--- config.mk ---
export PLATFORM = sky130hd
export DESIGN_NAME = bmc_device_flat
export DESIGN_NICKNAME = d
export VERILOG_FILES = /design/src/rtl/bmc_pkg.sv /design/src/rtl/bmc_spi_if.sv /design/src/rtl/bmc_device.sv /design/src/rtl/bmc_crc12.sv /design/src/flat_wrapper.sv
export SDC_FILE = /design/constraint.sdc
export NUM_CORES = 1
export LEC_CHECK = 0
export BUFFER_PORTS_ARGS = -buffer_cell sky130_fd_sc_hd__buf_2
export CORE_ASPECT_RATIO = 1.4
export CORE_MARGIN = 10
export CORE_UTILIZATION = 50
export DETAILED_ROUTE_END_ITERATION = 6
export PLACE_DENSITY_LB_ADDON = 0.15
export SYNTH_ARGS = -nofsm -noshare
export SYNTH_HDL_FRONTEND = slang
export SYNTH_HIERARCHICAL = 1
export SYNTH_SLANG_ARGS = --single-unit
--- constraint.sdc ---
create_clock -name clock -period 3.97 [get_ports clock]
set_input_delay 1.191 -clock clock [delete_from_list [all_inputs] [get_ports clock]]
set_output_delay 1.191 -clock clock [all_outputs]
set_load 0.1 [all_outputs]
--- src/rtl/bmc_pkg.sv ---
// shared constants for the battery monitor serial command port
package bmc_pkg;
  // system clock
  localparam int CLK_NS = 40;
  // link clock ceilings per chain direction, in kHz
  localparam int SCLK_UNI_MAX_KHZ = 725;
  localparam int SCLK_BI_MAX_KHZ  = 500;
  localparam int HALF_UNI_CALC =
    (1000000 + 2 * SCLK_UNI_MAX_KHZ * CLK_NS - 1) / (2 * SCLK_UNI_MAX_KHZ * CLK_NS);
  localparam int HALF_BI_CALC =
    (1000000 + 2 * SCLK_BI_MAX_KHZ * CLK_NS - 1) / (2 * SCLK_BI_MAX_KHZ * CLK_NS);
  localparam logic [15:0] HALF_UNI_CYC = 16'(HALF_UNI_CALC);
  localparam logic [15:0] HALF_BI_CYC  = 16'(HALF_BI_CALC);
  // bidirectional to unidirectional guard, 50 us
  localparam int GUARD_NS = 50000;
  localparam logic [15:0] GUARD_CYC = 16'((GUARD_NS + CLK_NS - 1) / CLK_NS);
  // watchdog step 8.192 ms, power-down timer step 2 minutes
  localparam int WDOG_STEP_NS = 8192000;
  localparam logic [31:0] WDOG_STEP_CYC_DEF = 32'(WDOG_STEP_NS / CLK_NS);
  localparam longint PDT_STEP_MS = 120000;
  localparam logic [31:0] PDT_STEP_CYC_DEF = 32'(PDT_STEP_MS * (1000000 / CLK_NS));
  // frame geometry
  localparam logic [5:0] BURST_SHORT = 6'h10;
  localparam logic [5:0] BURST_LONG  = 6'h20;
  localparam logic [6:0] WORD_REG    = 7'h20;
  localparam logic [6:0] WORD_CONV   = 7'h40;
  // command word fields
  localparam int F_DEV_HI  = 31;
  localparam int F_DEV_LO  = 27;
  localparam int F_UNI     = 26;
  localparam int F_REG_HI  = 25;
  localparam int F_REG_LO  = 20;
  localparam int F_DATA_HI = 19;
  localparam int F_DATA_LO = 12;
  localparam int F_CRC_HI  = 11;
  localparam logic [11:0] CRC_POLY = 12'h683;
  localparam logic [4:0]  DEV_BROADCAST = 5'h1f;
  localparam logic [4:0]  DEV_ADDR_RST  = 5'h00;
  // conversion packet life counter field
  localparam logic [63:0] LIFE_MASK = 64'h0380_0000_0000_0000;
  // register offsets
  localparam logic [5:0] ADDR_CTRL1   = 6'h01;
  localparam logic [5:0] ADDR_ADCCTL  = 6'h02;
  localparam logic [5:0] ADDR_PDT     = 6'h03;
  localparam logic [5:0] ADDR_WDT     = 6'h04;
  localparam logic [5:0] ADDR_WKEY    = 6'h05;
  localparam logic [5:0] ADDR_DEVADDR = 6'h06;
  localparam logic [5:0] ADDR_RDSEL   = 6'h3f;
  // control field positions and special values
  localparam int CTRL1_SOFTPD = 0;
  localparam int CTRL1_HW_POWERDOWN_SELECT   = 2;
  localparam logic [7:0] ADC_NARROW_CODE = 8'h04;
  localparam logic [7:0] WDT_RST         = 8'h0c;
  localparam logic [7:0] WDT_KEY         = 8'h5a;
  localparam logic [7:0] REG_RST         = 8'h00;
  localparam logic [3:0] PIN_IDLE        = 4'h2;
endpackage

--- src/rtl/bmc_spi_if.sv ---
// serial link between host controller and monitor device
`timescale 1ns/1ns
interface bmc_spi_if;
  logic sclk;
  logic csN;
  logic mosi;
  logic miso;
  logic ioSupplyWake;
  modport host (output sclk, output csN, output mosi, output ioSupplyWake, input miso);
  modport dev  (input sclk, input csN, input mosi, input ioSupplyWake, output miso);
endinterface

--- src/rtl/bmc_device.sv ---
// monitor device end of the serial command port
// Behaviour
// RULE_01: idle-low clock, sample falling, launch rising
// RULE_02: accept 32 or 16-bit bursts, reassemble word
// RULE_03: registers 32-bit words, conversions 64-bit words
// RULE_04: start 32-bit, conversions go 64, 0x04 returns
// RULE_05: conversion read once, reread zero, life kept
// RULE_06: bits 25..20 are register address
// RULE_07: bits 19..12 are 8-bit write data
// RULE_08: bit 26 high: unidirectional, 725 kHz max
// RULE_09: bit 26 low: bidirectional, 500 kHz max
// RULE_10: host waits 50 us before going unidirectional
// RULE_11: bad 12-bit check code blocks the write
// RULE_12: check code polynomial 0xB41 Koopman
// RULE_13: read via select 0x3F then null frames
// RULE_14: 5-bit address, reset 0x00, 0x1F broadcast
// RULE_15: watchdog 8.192 ms steps, write restarts
// RULE_16: watchdog enabled at reset, code 0x0C
// RULE_17: disable by 0x00, key 0x5A, 0x00
// RULE_18: any other command aborts disable sequence
// RULE_19: partial power-down still expires into full
// RULE_20: expiry gives full power-down until wake toggles
// RULE_21: host sets timer, hw_powerdown_select, then drops wake
// RULE_22: wake high at timer expiry keeps master up
// RULE_23: zero timer: immediate power-down on wake low
// RULE_24: short or long burst discards the frame
`timescale 1ns/1ns
module bmc_device import bmc_pkg::*; #(
  parameter logic [31:0] WDOG_STEP_CYC = WDOG_STEP_CYC_DEF,
  parameter logic [31:0] PDT_STEP_CYC  = PDT_STEP_CYC_DEF
) (
  input  wire logic        clock,
  input  wire logic        sys_rst,
  bmc_spi_if.dev           spi,
  input  wire logic        convValid,
  input  wire logic [63:0] convWord,
  output logic             linkUnidir,
  output logic             wideMode,
  output logic             partialPd,
  output logic             fullPd,
  output logic             crcFault
);
  typedef enum logic [1:0] {
    WS_IDLE  = 2'b00,
    WS_ZERO  = 2'b01,
    WS_KEYED = 2'b10
  } bmc_wdseq_t;

  logic [3:0]  pinMeta_ff, pinSync_ff, pinLast_ff;
  logic        sclkRise, sclkFall, csLow, csRise, wakeEdge;
  logic [5:0]  burstCnt_ff;
  logic [4:0]  inCnt_ff;
  logic [31:0] inShift_ff;
  logic        burstOk, frameDone, isNull, crcOk, addrHit, exec;
  logic [5:0]  wrAddr;
  logic [7:0]  wrData;
  logic [11:0] inCrc, rdCrc;
  logic [5:0]  outCnt_ff;
  logic [63:0] outShift_ff, loadWord;
  logic        miso_ff;
  logic [63:0] convBuf_ff;
  logic        convFresh_ff, wide_ff, linkUni_ff, fullPd_ff, crcFault_ff;
  logic [7:0]  ctrl1_ff, adcCtl_ff, pdtReg_ff, wdtReg_ff, wdtKey_ff, rdSel_ff, rdVal;
  logic [4:0]  devAddr_ff;
  logic [19:0] rdHead;
  bmc_wdseq_t  wdSeq_ff, nxt_wdSeq;
  logic [31:0] wdStep_ff, pdStep_ff;
  logic [7:0]  wdNum_ff, pdNum_ff;
  logic        wdEn_ff, wdExpire, pdDone, hw_powerdown_select;

  // pins come from the host domain: two stages before any use
  always_ff @(posedge clock) begin
    if (sys_rst) begin
      pinMeta_ff <= PIN_IDLE;
      pinSync_ff <= PIN_IDLE;
      pinLast_ff <= PIN_IDLE;
    end else begin
      pinMeta_ff <= {spi.ioSupplyWake, spi.mosi, spi.csN, spi.sclk};
      pinSync_ff <= pinMeta_ff;
      pinLast_ff <= pinSync_ff;
    end
  end

  // RULE_01: edge detect on idle-low clock
  assign sclkRise = pinSync_ff[0] & ~pinLast_ff[0];
  assign sclkFall = ~pinSync_ff[0] & pinLast_ff[0];
  assign csLow    = ~pinSync_ff[1];
  assign csRise   = pinSync_ff[1] & ~pinLast_ff[1];
  assign wakeEdge = pinSync_ff[3] ^ pinLast_ff[3];

  // RULE_24: only whole 16 or 32 clock bursts count
  assign burstOk = (burstCnt_ff == BURST_SHORT) || (burstCnt_ff == BURST_LONG);

  // RULE_02: inbound bits gather into one word across bursts
  always_ff @(posedge clock) begin
    if (sys_rst) begin
      burstCnt_ff <= 6'h00;
      inCnt_ff    <= 5'h00;
      inShift_ff  <= 32'h0000_0000;
    end else if (csRise) begin
      burstCnt_ff <= 6'h00;
      if (!burstOk) begin
        inCnt_ff <= 5'h00; // a torn burst also drops a pending half word
      end
    end else if (sclkFall && csLow) begin
      burstCnt_ff <= burstCnt_ff + 6'h01;
      inCnt_ff    <= inCnt_ff + 5'h01;
      inShift_ff  <= {inShift_ff[30:0], pinSync_ff[2]};
    end
  end

  // command decode once 32 bits sit in the shifter
  assign frameDone = csRise && burstOk && (inCnt_ff == 5'h00);
  assign isNull    = (inShift_ff == 32'h0000_0000);
  // RULE_06: register address field
  assign wrAddr    = inShift_ff[F_REG_HI:F_REG_LO];
  // RULE_07: write data field
  assign wrData    = inShift_ff[F_DATA_HI:F_DATA_LO];
  // RULE_12: same divider design for checking and answering
  bmc_crc12 u_inCrc (.data(inShift_ff[F_DEV_HI:F_DATA_LO]), .crc(inCrc));
  // RULE_11: mismatch blocks execution
  assign crcOk   = (inCrc == inShift_ff[F_CRC_HI:0]);
  // RULE_14: own address or broadcast
  assign addrHit = (inShift_ff[F_DEV_HI:F_DEV_LO] == devAddr_ff) ||
                   (inShift_ff[F_DEV_HI:F_DEV_LO] == DEV_BROADCAST);
  // null frames only clock out readback and never write
  assign exec    = frameDone && !isNull && crcOk && addrHit;

  // flag a corrupted command for the user side
  always_ff @(posedge clock) begin
    if (sys_rst) begin
      crcFault_ff <= 1'b0;
    end else begin
      crcFault_ff <= frameDone && !isNull && !crcOk;
    end
  end

  // register writes
  always_ff @(posedge clock) begin
    if (sys_rst) begin
      ctrl1_ff   <= REG_RST;
      adcCtl_ff  <= REG_RST;
      pdtReg_ff  <= REG_RST;
      wdtReg_ff  <= WDT_RST;
      wdtKey_ff  <= REG_RST;
      rdSel_ff   <= REG_RST;
      devAddr_ff <= DEV_ADDR_RST;
      linkUni_ff <= 1'b0;
    end else if (exec) begin
      // RULE_08: bit 26 picks the next chain direction
      linkUni_ff <= inShift_ff[F_UNI];
      if (wrAddr == ADDR_CTRL1) begin
        ctrl1_ff <= wrData;
      end else if (wrAddr == ADDR_ADCCTL) begin
        adcCtl_ff <= wrData;
      end else if (wrAddr == ADDR_PDT) begin
        pdtReg_ff <= wrData;
      end else if (wrAddr == ADDR_WDT) begin
        wdtReg_ff <= wrData;
      end else if (wrAddr == ADDR_WKEY) begin
        wdtKey_ff <= wrData;
      end else if (wrAddr == ADDR_RDSEL) begin
        rdSel_ff <= wrData;
      end else if (wrAddr == ADDR_DEVADDR) begin
        devAddr_ff <= wrData[4:0];
      end
    end
  end

  // RULE_13: the selected register answers the next null frame
  always_comb begin
    if (rdSel_ff[5:0] == ADDR_CTRL1) begin
      rdVal = ctrl1_ff;
    end else if (rdSel_ff[5:0] == ADDR_ADCCTL) begin
      rdVal = adcCtl_ff;
    end else if (rdSel_ff[5:0] == ADDR_PDT) begin
      rdVal = pdtReg_ff;
    end else if (rdSel_ff[5:0] == ADDR_WDT) begin
      rdVal = wdtReg_ff;
    end else if (rdSel_ff[5:0] == ADDR_WKEY) begin
      rdVal = wdtKey_ff;
    end else if (rdSel_ff[5:0] == ADDR_DEVADDR) begin
      rdVal = {3'h0, devAddr_ff};
    end else if (rdSel_ff[5:0] == ADDR_RDSEL) begin
      rdVal = rdSel_ff;
    end else begin
      rdVal = REG_RST;
    end
  end
  assign rdHead = {devAddr_ff, 1'b0, rdSel_ff[5:0], rdVal};
  bmc_crc12 u_rdCrc (.data(rdHead), .crc(rdCrc));

  // RULE_05: a consumed result keeps only its life counter
  always_comb begin
    if (wide_ff) begin
      loadWord = convFresh_ff ? convBuf_ff : (convBuf_ff & LIFE_MASK);
    end else begin
      loadWord = {rdHead, rdCrc, 32'h0000_0000};
    end
  end

  // RULE_01: launch each outbound bit on the rising clock
  // RULE_03: word length follows the mode, 32 or 64
  always_ff @(posedge clock) begin
    if (sys_rst) begin
      outCnt_ff   <= 6'h00;
      outShift_ff <= 64'h0;
      miso_ff     <= 1'b0;
    end else if (csRise && !burstOk) begin
      outCnt_ff <= 6'h00;
    end else if (sclkRise && csLow) begin
      if (outCnt_ff == 6'h00) begin
        miso_ff     <= loadWord[63];
        outShift_ff <= {loadWord[62:0], 1'b0};
      end else begin
        miso_ff     <= outShift_ff[63];
        outShift_ff <= {outShift_ff[62:0], 1'b0};
      end
      if (outCnt_ff == 6'((wide_ff ? WORD_CONV : WORD_REG) - 7'h01)) begin
        outCnt_ff <= 6'h00;
      end else begin
        outCnt_ff <= outCnt_ff + 6'h01;
      end
    end
  end

  // conversion buffer; a new result beats a same-cycle consume
  always_ff @(posedge clock) begin
    if (sys_rst) begin
      convBuf_ff   <= 64'h0;
      convFresh_ff <= 1'b0;
    end else if (convValid) begin
      convBuf_ff   <= convWord;
      convFresh_ff <= 1'b1;
    end else if (sclkRise && csLow && outCnt_ff == 6'h00 && wide_ff) begin
      convFresh_ff <= 1'b0;
    end
  end

  // RULE_04: conversions widen the word, code 0x04 narrows it
  always_ff @(posedge clock) begin
    if (sys_rst) begin
      wide_ff <= 1'b0;
    end else if (convValid) begin
      wide_ff <= 1'b1;
    end else if (exec && wrAddr == ADDR_ADCCTL && wrData == ADC_NARROW_CODE) begin
      wide_ff <= 1'b0;
    end
  end

  // RULE_17: three back to back writes unlock the disable
  // RULE_18: any other command in between starts over
  always_comb begin
    nxt_wdSeq = WS_IDLE;
    case (wdSeq_ff)
      WS_IDLE: begin
        if (exec && wrAddr == ADDR_WDT && wrData == 8'h00) begin
          nxt_wdSeq = WS_ZERO;
        end
      end
      WS_ZERO: begin
        if (exec && wrAddr == ADDR_WKEY && wrData == WDT_KEY) begin
          nxt_wdSeq = WS_KEYED;
        end
      end
      default: begin
        nxt_wdSeq = WS_IDLE;
      end
    endcase
  end

  always_ff @(posedge clock) begin
    if (sys_rst) begin
      wdSeq_ff <= WS_IDLE;
    end else if (frameDone && !isNull) begin
      wdSeq_ff <= nxt_wdSeq;
    end
  end

  // RULE_15: step counter restarts on every timeout write
  // RULE_16: enabled out of reset with the default code
  // RULE_19: keeps running in partial power-down
  assign wdExpire = wdEn_ff && (wdtReg_ff != 8'h00) && (wdNum_ff >= wdtReg_ff);
  always_ff @(posedge clock) begin
    if (sys_rst) begin
      wdStep_ff <= 32'h0;
      wdNum_ff  <= 8'h00;
      wdEn_ff   <= 1'b1;
    end else if (exec && wrAddr == ADDR_WDT) begin
      wdStep_ff <= 32'h0;
      wdNum_ff  <= 8'h00;
      if (wrData != 8'h00) begin
        wdEn_ff <= 1'b1;
      end else if (wdSeq_ff == WS_KEYED) begin
        wdEn_ff <= 1'b0;
      end
    end else if (fullPd_ff) begin
      wdStep_ff <= 32'h0; // restart cleanly after wake
      wdNum_ff  <= 8'h00;
    end else if (wdEn_ff && wdtReg_ff != 8'h00 && !wdExpire) begin
      if (wdStep_ff == WDOG_STEP_CYC - 32'h1) begin
        wdStep_ff <= 32'h0;
        wdNum_ff  <= wdNum_ff + 8'h01;
      end else begin
        wdStep_ff <= wdStep_ff + 32'h1;
      end
    end
  end

  // power-down timer, armed by the hardware power-down bit
  assign hw_powerdown_select   = ctrl1_ff[CTRL1_HW_POWERDOWN_SELECT];
  assign pdDone = (pdtReg_ff == 8'h00) || (pdNum_ff >= pdtReg_ff);
  always_ff @(posedge clock) begin
    if (sys_rst) begin
      pdStep_ff <= 32'h0;
      pdNum_ff  <= 8'h00;
    end else if ((exec && wrAddr == ADDR_PDT) || !hw_powerdown_select) begin
      pdStep_ff <= 32'h0;
      pdNum_ff  <= 8'h00;
    end else if (!pdDone) begin
      if (pdStep_ff == PDT_STEP_CYC - 32'h1) begin
        pdStep_ff <= 32'h0;
        pdNum_ff  <= pdNum_ff + 8'h01;
      end else begin
        pdStep_ff <= pdStep_ff + 32'h1;
      end
    end
  end

  // RULE_20: expiry latches until the wake pin toggles
  // RULE_22: timer end with wake still high does nothing here
  // RULE_23: zero timer means pdDone at once on wake low
  always_ff @(posedge clock) begin
    if (sys_rst) begin
      fullPd_ff <= 1'b0;
    end else if (wdExpire || (hw_powerdown_select && !pinSync_ff[3] && pdDone)) begin
      fullPd_ff <= 1'b1;
    end else if (wakeEdge) begin
      fullPd_ff <= 1'b0;
    end
  end

  assign spi.miso  = miso_ff;
  assign linkUnidir = linkUni_ff;
  assign wideMode   = wide_ff;
  assign partialPd  = ctrl1_ff[CTRL1_SOFTPD];
  assign fullPd     = fullPd_ff;
  assign crcFault   = crcFault_ff;
endmodule

--- src/rtl/bmc_crc12.sv ---
// 12-bit command check code over the 20 header bits
`timescale 1ns/1ns
module bmc_crc12 import bmc_pkg::*; (
  input  wire logic [19:0] data,
  output logic      [11:0] crc
);
  logic [11:0] acc;
  logic        fb;

  // serial divider unrolled, msb first, seed zero
  always_comb begin
    acc = 12'h000;
    fb  = 1'b0;
    for (int i = 19; i >= 0; i--) begin
      fb  = data[i] ^ acc[11];
      acc = {acc[10:0], 1'b0} ^ ({12{fb}} & CRC_POLY);
    end
    crc = acc;
  end
endmodule

--- src/flat_wrapper.sv ---
// flat-port wrapper written by rule: the top's interface ports become plain ports
module bmc_device_flat import bmc_pkg::*;
#(
  parameter logic [31:0] WDOG_STEP_CYC = WDOG_STEP_CYC_DEF,
  parameter logic [31:0] PDT_STEP_CYC  = PDT_STEP_CYC_DEF
)
  (clock, sys_rst, convValid, convWord, linkUnidir, wideMode, partialPd, fullPd, crcFault, spi_sclk, spi_csN, spi_mosi, spi_ioSupplyWake, spi_miso);
  bmc_spi_if spi_i ();
  input  wire logic clock;
  input  wire logic sys_rst;
  input  wire logic convValid;
  input  wire logic [63:0] convWord;
  output logic linkUnidir;
  output logic wideMode;
  output logic partialPd;
  output logic fullPd;
  output logic crcFault;
  input wire logic [$bits(spi_i.sclk)-1:0] spi_sclk;
  input wire logic [$bits(spi_i.csN)-1:0] spi_csN;
  input wire logic [$bits(spi_i.mosi)-1:0] spi_mosi;
  input wire logic [$bits(spi_i.ioSupplyWake)-1:0] spi_ioSupplyWake;
  output wire logic [$bits(spi_i.miso)-1:0] spi_miso;
  assign spi_i.sclk = spi_sclk;
  assign spi_i.csN = spi_csN;
  assign spi_i.mosi = spi_mosi;
  assign spi_i.ioSupplyWake = spi_ioSupplyWake;
  assign spi_miso = spi_i.miso;
  bmc_device #(.WDOG_STEP_CYC(WDOG_STEP_CYC), .PDT_STEP_CYC(PDT_STEP_CYC)) u_core (.clock(clock), .sys_rst(sys_rst), .spi(spi_i), .convValid(convValid), .convWord(convWord), .linkUnidir(linkUnidir), .wideMode(wideMode), .partialPd(partialPd), .fullPd(fullPd), .crcFault(crcFault));
endmodule
==> results.yml, run 1 <==
detailed_routing:
  post_drt_wl_per_cell_microns: 16.7
  drc: 0
  wl_met3_microns: 1760
  ant_nets: 0
  drtIter0Drc: 927
  viasPerCell: 5.60
  wl_met1_microns: 17600
  drt_wl_total_microns: 41000
  highest_layer: "met4"
  vias: 13746
  dr_wl_met2_microns: 20500
  first_pass_iters: 5
cts:
  cts.sinks: 329
  clock_latency_ns: 0.54
  numCtsBuffers: 36
  clkTransAtPathRegs_ns: 0.07
  ctsRootBufferMaster: "clkbuf_16"
  cts_tree: "built"
  clock_path_buffers: 3
  htree_num_levels: 2
yosys:
  syn_area_sq_um: 16700
  ys.flop_type: "dfxtp_1"
  ys_seq_area_share_pct: 39.3
  synth_seq_cells: 329
  postSynth.asyncResetShare_pct: 0
  synth_edf_count: 0
  synth.distinct_cells: 70
  avgSynthCellArea_sq_um: 8.71
  ys_warn_count: 6
  syn_nets: 2018
  synthCells: 1921
timing:
  max_slew.worst_pin.slew_ns: 1.05
  final-setup-viol-count: 0
  finalSetupTns_ns: 0
  whs_ns: 0.413
  clock_skew_ns: 0.0278
  rsz0062_at_grt: "true"
  fin_crit_sh_pct: 97.9
  hold_viol_final: 0
  relSlewSlack_pct: 29.9
  final_max_slew_viol_count: 0
  max_freq_mhz: 257
  period_needed_ns: 3.89
worst_setup_path:
  crit_path_max_incr_delay_ns: 0.75
  cp_common_cell: "xnor2_1"
  rrSetupSlack_ns: 0.08
  worstPathMaxFanout: 9
  crit_chain: "buf_4 > xnor2_1 > xnor2_1 > xor3_1 > xor3_1 > xnor2_1 > xor2_1 > nor4_1 > nand3_1 > or4_1 > nand3b_1 > a21oi_1"
  end_kind: "flip-flop"
  worstPathRequired_ns: 4.44
  path_class: "flip-flop to flip-flop"
  startpoint_type: "flip-flop"
  cpMaxStageDelayCell: "or4_1"
  cp.arrival_ns: 4.35
global_route:
  antenna_found_initial: 0
  grt.total_usage_pct: 19.3
  grt_max_degree: 79
  grt_pass1_vias: 13419
  grt_pass1_wl_microns: 68000
  grt_overflow: 0
die:
  die_h_microns: 236
  die_w_microns: 175
  ios: 77
  rows: 79
  die-area_sq_um: 41300
  core_area_sq_um: 33100
  start_util_pct: 50.6
status:
  status: "completed"
cells_and_area:
  final_util_pct: 57.5
  syn_to_final_growth_pct: 13.8
  nNetsFinal: 2079
  drive_above_1_share_pct: 12.1
  antenna_cells: 0
  final_cell_mix: "dfxtp_1 (329), nor2_1 (313), xnor2_1 (169)"
  finalNonFillerCells: 2454
  fin_area_sq_um: 19000
  final_common_cell: "dfxtp_1"
placed_design:
  hpwl_microns: 28700
  placed_cell_area_sq_um: 17800
  dp_cells: 2389
  port_buffers: 76
  gp_congestion: 0.920
power_and_ir_drop:
  ir_drop_mv: 0.357
  leakagePower_uw: 0.00722
  power_density_nw_per_um2: 377
run:
  maxCapViolCount: 0
worst_hold_path:
  hold_class: "flip-flop to flip-flop"
[area by class of cell]
class                   instances  area [sq um]
well taps                     445           557
inverters                      43           161
clock buffers                  51          1030
multi-input cells            1419          9490
fillers                      3012         14100
clock inverters                14           195
repair buffers                153          1030
flip-flops and latches        329          6590
[cells in the mapped netlist (all sizes together), types with 14 or more instances]
cell / instances / area (sq um)
ha: 26 / 325
nand3: 80 / 405
a2111oi: 18 / 158
clkbuf: 102 / 383
nand2: 155 / 582
xnor2: 175 / 1600
nor3: 55 / 275
mux2i: 126 / 1260
a221oi: 21 / 184
xor2: 45 / 432
or3: 14 / 87.6
a311oi: 32 / 280
inv: 43 / 161
dfxtp: 329 / 6590
o21ai: 19 / 95.1
nand4: 39 / 244
nor2: 314 / 1180
a211oi: 23 / 173
xnor3: 16 / 365
buf: 28 / 144
nor4: 29 / 196
a21oi: 97 / 485
[logic make-up after synthesis]
| group | after synthesis | share of synthesized area [%] |
|---|---|---|
| other | 1 | 0.0224 |
| DFF | 329 | 39.3 |
| muxes | 126 | 7.53 |
| xor gates and xnor gates | 244 | 15.5 |
| buffers and inverters | 173 | 4.11 |
| AOI/OAI and AO/OA | 258 | 10.5 |
| and+or+nand+nor | 764 | 21.1 |
| adders and majority gates | 26 | 1.94 |
[through the flow]
stage | power, uW | setup WS [ns]
after floorplan | 3690 | 0.0232
after global placement | 3780 | 0.147
after detailed placement | 3790 | 0.0998
after CTS | 7260 | 0.0698
after global routing | 7410 | -0.127
final | 7180 | 0.0842
[timing repair]
| action | CTS | global route |
|---|---|---|
| resized for setup | 0 | 3 |
| hold buffers | 0 | 0 |
| endpoints found under the hold margin | 0 | 0 |
| buffers inserted | 0 | 0 |
| endpoints found under the setup margin | 0 | 19 |
[path summary, 6_finish.rpt]
check                                            from              endpoint  depth (start not counted)
worst min register to register   u_core/pinMeta_ff[1]  u_core/pinSync_ff[1]                          1
worst min-delay path             u_core/pinMeta_ff[1]  u_core/pinSync_ff[1]                          1
worst max-delay path            u_core/inShift_ff[28]    u_core/wdSeq_ff[1]                         12
worst max register to register  u_core/inShift_ff[28]    u_core/wdSeq_ff[1]                         12
[metal layers]
| layer | up-vias | track usage, % |
|---|---|---|
| met3 | 70 | 3.30 |
| met5 | - | 0 |
| met1 | 6597 | 23.4 |
| li1 | 6800 | - |
| met2 | 279 | 33.5 |
| met4 | 0 | 7.08 |
[critical path: cells and delay by family (launching register included)]
family / cells / cell delay, ns
buf+inv: 1 / 0.19
simple gates: 4 / 1.54
flops: 1 / 0.32
xor+xnor: 6 / 1.65
compound gates: 1 / 0.14
[report_power, final]
part | internal, uW | switching [uW] | total (uW)
Combinational | 147 | 184 | 331
Clock | 2080 | 1380 | 3460
Sequential | 3350 | 31.0 | 3390
Total | 5580 | 1590 | 7180
[state kept, by name (all words and copies together), names as in the netlist, 2 cells and up]
register and cells:
u_core/convBuf_ff 64, u_core/outShift_ff 63, u_core/inShift_ff 32, u_core/pdStep_ff 32, u_core/wdStep_ff 32, u_core/adcCtl_ff 8
u_core/ctrl1_ff 8, u_core/pdNum_ff 8, u_core/pdtReg_ff 8, u_core/rdSel_ff 8, u_core/wdNum_ff 8, u_core/wdtKey_ff 8
u_core/wdtReg_ff 8, u_core/burstCnt_ff 6, u_core/outCnt_ff 6, u_core/devAddr_ff 5, u_core/inCnt_ff 5, u_core/pinMeta_ff 4
u_core/pinSync_ff 4, u_core/pinLast_ff 3, u_core/wdSeq_ff 2
Power figures use the tool's default switching activity.
==> inputs of run 2 (changes only) <==
--- a/config.mk
+++ b/config.mk
@@ -6,7 +6,6 @@
 export NUM_CORES = 1
 export LEC_CHECK = 0
 export BUFFER_PORTS_ARGS = -buffer_cell sky130_fd_sc_hd__buf_2
-export CORE_ASPECT_RATIO = 1.4
 export CORE_MARGIN = 10
 export CORE_UTILIZATION = 50
 export DETAILED_ROUTE_END_ITERATION = 6
==> constraint.sdc (replaced) <==
create_clock -name clock -period 3.97 [get_ports clock]
set_input_delay 0.5955 -clock clock [delete_from_list [all_inputs] [get_ports clock]]
set_output_delay 0.5955 -clock clock [all_outputs]
set_load 0.1 [all_outputs]
==> run 2 against run 1 <==
Effect of this change: wire length shrank 1.1%; global-route usage shrank 0.13 points; critical path type unchanged; total power fell by 3.3%; non-clock buffer count did not move; first-iteration DRC count down 5.0%; sequential power about the same; clock skew fell by 0.012 ns; worst hold slack worse by 0.13 ns; count of clock-buffer cells in the layout did not move; maximum frequency is 1.8% higher; combinational power about the same; largest power group is now sequential cells; flip-flop and latch count did not move.
==> results.yml, run 2 (synthesis gave the netlist of run 1 again) <==
timing:
  finalSetupTns_ns: 0
  hold_viol_final: 0
  clock_skew_ns: 0.0159
  final-setup-viol-count: 0
  max_slew.worst_pin.slew_ns: 1.10
  fin_crit_sh_pct: 96.2
  whs_ns: 0.284
  relSlewSlack_pct: 26.3
  final_max_slew_viol_count: 0
  period_needed_ns: 3.82
  max_freq_mhz: 262
cells_and_area:
  drive_above_1_share_pct: 12.3
  final_cell_mix: "dfxtp_1 (328), nor2_1 (313), xnor2_1 (168)"
  nNetsFinal: 2080
  largest-register: "u_core/convBuf_ff"
  fin_area_sq_um: 19000
  fillCellCount: 3007
  final-seq-area_sq_um: 6590
  largest_reg_flops: 64
  finalNonFillerCells: 2447
  antenna_cells: 0
  layout_top_registers: "u_core/convBuf_ff (64), u_core/outShift_ff (63)"
  syn_to_final_growth_pct: 13.2
  multi_input_area_sq_um: 9520
  final_common_cell: "dfxtp_1"
power_and_ir_drop:
  share_clk_of_total_power_pct: 46.4
  combPwrFrac_pct: 4.8
  p_sw_share_pct: 22.3
  leakagePower_uw: 0.00719
  intPower_uw: 5390
  seq_power_share_pct: 48.8
  power.switching_uw: 1550
  ir_drop_mv: 0.346
  power_density_nw_per_um2: 366
detailed_routing:
  viasPerCell: 5.57
  drt_wl_total_microns: 40600
  first_pass_iters: 5
  vias: 13635
  post_drt_wl_per_cell_microns: 16.6
  drc: 0
  drtIter0Drc: 881
  ant_nets: 0
cts:
  ctsRootBufferMaster: "clkbuf_16"
  htree_num_levels: 2
  cts_tree: "built"
  cts.sinks: 329
  numCtsBuffers: 37
  clkTransAtPathRegs_ns: 0.06
  clock_path_buffers: 3
  clock_latency_ns: 0.52
  hold_buffers: 0
global_route:
  grt.total_usage_pct: 19.2
  grt_pass1_vias: 13042
  grt_overflow: 0
  grt_pass1_wl_microns: 67400
  grt_max_degree: 90
  antenna_found_initial: 0
die:
  die-area_sq_um: 41200
  core_area_sq_um: 32800
  start_util_pct: 51.1
  die_h_microns: 203
  die_w_microns: 203
  ios: 77
  rows: 66
worst_hold_path:
  min_path_cells: 2
  hold_class: "primary input to flip-flop"
  worstHoldStart: "spi_csN"
  hold_end: "u_core/pinMeta_ff[1]"
worst_setup_path:
  cp.arrival_ns: 4.25
  end_kind: "flip-flop"
  r2r_end: "u_core/wdSeq_ff[1]"
  crit_family: "XOR/XNOR gates"
  reg2reg_depth: 12
  path_class: "flip-flop to flip-flop"
  critPathLaunch: "u_core/inShift_ff[31]"
  reg2reg_from: "u_core/inShift_ff[31]"
  worstPathMaxFanout: 9
  crit_chain: "xor3_2 > xnor3_2 > xnor2_4 > xnor2_2 > xor3_1 > xor2_1 > nor4_2 > nand3_1 > or4_1 > buf_4 > nand3b_1 > a21oi_1"
  startpoint_type: "flip-flop"
  rrSetupSlack_ns: 0.15
  worstPathRequired_ns: 4.40
  crit_path_max_incr_delay_ns: 0.50
  path_buf_inv: 1
  cpMaxStageDelayCell: "or4_1"
placed_design:
  placed_cell_area_sq_um: 17800
  gp_congestion: 0.876
  hpwl_microns: 27800
  port_buffers: 76
  dp_cells: 2383
run:
  maxCapViolCount: 0
status:
  status: "completed"
-- run 2: timing repair --
action	in CTS	in global routing
buffers inserted	0	3
setup endpoints to repair	0	136
resized for setup	0	11
-- run 2: cell type report --
type	instances	area share [%]
Multi-Input combinational cell	1419	50.2
Inverter	43	0.851
Tap cell	442	2.92
Sequential cell	329	34.8
Timing Repair Buffer	153	5.30
Clock inverter	10	0.482
Clock buffer	51	5.49
-- run 2: how the worst max path moves through the flow --
stage                     slack, ns  cells past startpoint                endpoint
final                          0.15                     12      u_core/wdSeq_ff[1]
after global routing        -0.0008                     12     u_core/wdtKey_ff[6]
after CTS                      0.02                     12      u_core/wdSeq_ff[1]
after detailed placement       0.06                     12      u_core/wdSeq_ff[1]
after global placement        0.006                     13  u_core/outShift_ff[40]
after floorplan                0.02                     13          u_core/wdEn_ff
-- run 2: stage by stage --
| stage | util [%] | total power, uW | setup WS (ns) |
|---|---|---|---|
| final | 57.8 | 6940 | 0.152 |
| after floorplan | - | 3690 | 0.0232 |
| after CTS | 57.6 | 7010 | 0.0238 |
| after detailed placement | 54.2 | 3790 | 0.0605 |
| after global routing | 57.8 | 7190 | -0.000778 |
| after global placement | 54.2 | 3780 | 0.00600 |
-- run 2: power by group through the flow --
| stage | Sequential, uW | Combinational [uW] | Clock, uW |
|---|---|---|---|
| finish | 3390 | 333 | 3220 |
| global route | 3390 | 368 | 3430 |
| floorplan | 3450 | 238 | 0 |
| CTS | 3390 | 332 | 3300 |
| detailed placement | 3460 | 330 | 0 |
| global placement | 3460 | 326 | 0 |
-- run 2: metal layers --
metal | wire, microns | share of wire, % | GRT usage, % | vias to the layer above
met1 | 19600 | 48 | 26.8 | 6506
met4 | 580 | 1.4 | 4.32 | 0
li1 | - | - | - | 6789
met5 | 0 | 0 | 0 | -
met3 | 1920 | 4.7 | 2.90 | 51
met2 | 18400 | 45 | 30.6 | 289
==> inputs of run 3 (changes only) <==
==> constraint.sdc (replaced) <==
create_clock -name clock -period 3.1 [get_ports clock]
set_input_delay 0.465 -clock clock [delete_from_list [all_inputs] [get_ports clock]]
set_output_delay 0.465 -clock clock [all_outputs]
set_load 0.1 [all_outputs]
==> run 3 against run 2 <==
Effect of this change: the flow now finishes with violations (negative setup slack); worst hold slack worse by 0.17 ns; wire length up 8.2%; setup slack got worse by 0.55 ns; flip-flop and latch count unchanged; maximum frequency grew 9.0%; critical path depth rose by 4; sequential share of layout area is 3.3 points lower; utilization is 6.4 points higher; non-clock buffer count increased by 105; die area did not move; critical path type unchanged; largest power group is now the clock network.
==> results.yml, run 3 (synthesis gave the netlist of run 1 again) <==
status:
  status: "finished, violations left"
  violations: "negative setup slack"
worst_setup_path:
  cp_common_cell: "xnor2_2"
  crit_path_max_incr_delay_ns: 0.58
  startpoint_type: "flip-flop"
  end_kind: "flip-flop"
  path_class: "flip-flop to flip-flop"
  worstPathRequired_ns: 3.52
  cpMaxStageDelayCell: "or4_4"
  worstPathMaxFanout: 4
  crit_chain: "or4_4 > nor3b_4 > buf_6 > or3_4 > nor2_4 > nor2_2 > xnor2_1 > xnor3_2 > xnor2_2 > buf_4 > xnor2_2 > xor2_1 > a221oi_1 > nor3_1 > a21oi_1 > nor2_1"
  cp.arrival_ns: 3.92
cts:
  numCtsBuffers: 37
  ctsRootBufferMaster: "clkbuf_16"
  clkTransAtPathRegs_ns: 0.06
  cts_tree: "built"
  hold_buffers: 0
  cts.sinks: 329
  htree_num_levels: 2
  clock_path_buffers: 3
  clock_latency_ns: 0.54
cells_and_area:
  nNetsFinal: 2186
  final_common_cell: "dfxtp_1"
  drive_above_1_share_pct: 24.6
  antenna_cells: 0
  final_util_pct: 64.3
  largest_reg_flops: 64
  fin_area_sq_um: 21100
  layout_top_registers: "u_core/convBuf_ff (64), u_core/outShift_ff (63)"
  syn_to_final_growth_pct: 25.8
  final_cell_mix: "dfxtp_1 (310), nor2_1 (246), nand2_1 (150)"
  fillCellCount: 2712
  largest-register: "u_core/convBuf_ff"
global_route:
  grt_max_degree: 111
  grt_pass1_vias: 13907
  grt_overflow: 0
  antenna_found_initial: 0
  grt_pass1_wl_microns: 71400
  grt.total_usage_pct: 20.4
power_and_ir_drop:
  combPwrFrac_pct: 5.4
  intPower_uw: 7170
  p_sw_share_pct: 22.5
  share_clk_of_total_power_pct: 47.8
  power.switching_uw: 2080
  power_uw: 9260
  leakagePower_uw: 0.00806
  seq_power_share_pct: 46.8
  ir_drop_mv: 0.419
  power_density_nw_per_um2: 439
timing:
  rsz0062_at_grt: "true"
  final_max_slew_viol_count: 0
  max_slew.worst_pin.slew_ns: 0.989
  relSlewSlack_pct: 34.0
  hold_viol_final: 0
  whs_ns: 0.118
  setup_ws_ns: -0.402
  finalSetupTns_ns: -46.82
  clock_skew_ns: 0.0185
  max_freq_mhz: 286
  final-setup-viol-count: 150
  fin_crit_sh_pct: 113
  period_needed_ns: 3.50
placed_design:
  placed_cell_area_sq_um: 18500
  gp_congestion: 0.892
  hpwl_microns: 28800
  port_buffers: 76
worst_hold_path:
  hold_class: "primary input to flip-flop"
detailed_routing:
  dr_wl_met2_microns: 20700
  highest_layer: "met4"
  wl_met1_microns: 20400
  post_drt_wl_per_cell_microns: 17.2
  vias: 14171
  ant_nets: 0
  first_pass_iters: 5
  viasPerCell: 5.55
  drc: 0
  drtIter0Drc: 894
  drt_wl_total_microns: 43900
  wl_met3_microns: 2090
run:
  maxCapViolCount: 0
die:
  die_w_microns: 203
  core_area_sq_um: 32800
  rows: 66
  ios: 77
  die_h_microns: 203
  die-area_sq_um: 41200
  start_util_pct: 51.1
run 3: layout make-up:
cell class | instances | area (sq um) | share of cell area [%]
Clock buffer | 53 | 1070 | 5.06
Clock inverter | 10 | 160 | 0.760
Inverter | 43 | 161 | 0.766
Multi-Input combinational cell | 1420 | 10400 | 49.3
Sequential cell | 329 | 6630 | 31.5
Tap cell | 442 | 553 | 2.63
Timing Repair Buffer | 258 | 2110 | 10.0
run 3: path summary, 6_finish.rpt:
check,slack [ns],startpoint,cells past startpoint,endpoint
setup / recovery,-0.40,u_core/rdSel_ff[2],16,u_core/outShift_ff[35]
hold reg to reg,0.41,u_core/pinMeta_ff[1],1,u_core/pinSync_ff[1]
hold / removal,0.12,spi_csN,2,u_core/pinMeta_ff[1]
setup reg to reg,-0.40,u_core/rdSel_ff[2],16,u_core/outShift_ff[35]
run 3: routing by layer:
metal / vias up / track usage (%)
met5: - / 0
met4: 0 / 4.98
met3: 57 / 3.52
met2: 311 / 33.7
met1: 6806 / 27.2
li1: 6997 / -
run 3: stage by stage:
| stage | std cells | worst slack, ns |
|---|---|---|
| 2_1_floorplan | 1921 | -0.365 |
| 3_3_place_gp | 2455 | -0.397 |
| 3_5_place_dp | 2455 | -0.462 |
| 4_1_cts | 2554 | -0.323 |
| 5_1_grt | 2555 | -0.522 |
| 6_report | 2555 | -0.402 |
run 3: timing repair:
action,in CTS,in global routing
cloned,10,0
setup buffers,27,8
resized for setup,126,90
pin swaps,56,35
endpoints found under the hold margin,0,0
setup endpoints to repair,151,151
run 3: power by group through the flow:
stage                     clock network [uW]  registers [uW]  logic (uW)
after floorplan                            0            4420         315
after global placement                     0            4430         434
after detailed placement                   0            4430         441
after CTS                               4500            4330         486
after global routing                    4660            4340         544
final                                   4430            4330         497
run 3: critical path: cells and delay by family, from the launching register on:
family                 cells  cell delay, ns
AO/OA/AOI/OAI              2            0.49
XOR/XNOR                   5            0.93
AND/OR/NAND/NOR            7            1.31
buffers and inverters      2            0.32
flip-flops                 1            0.33
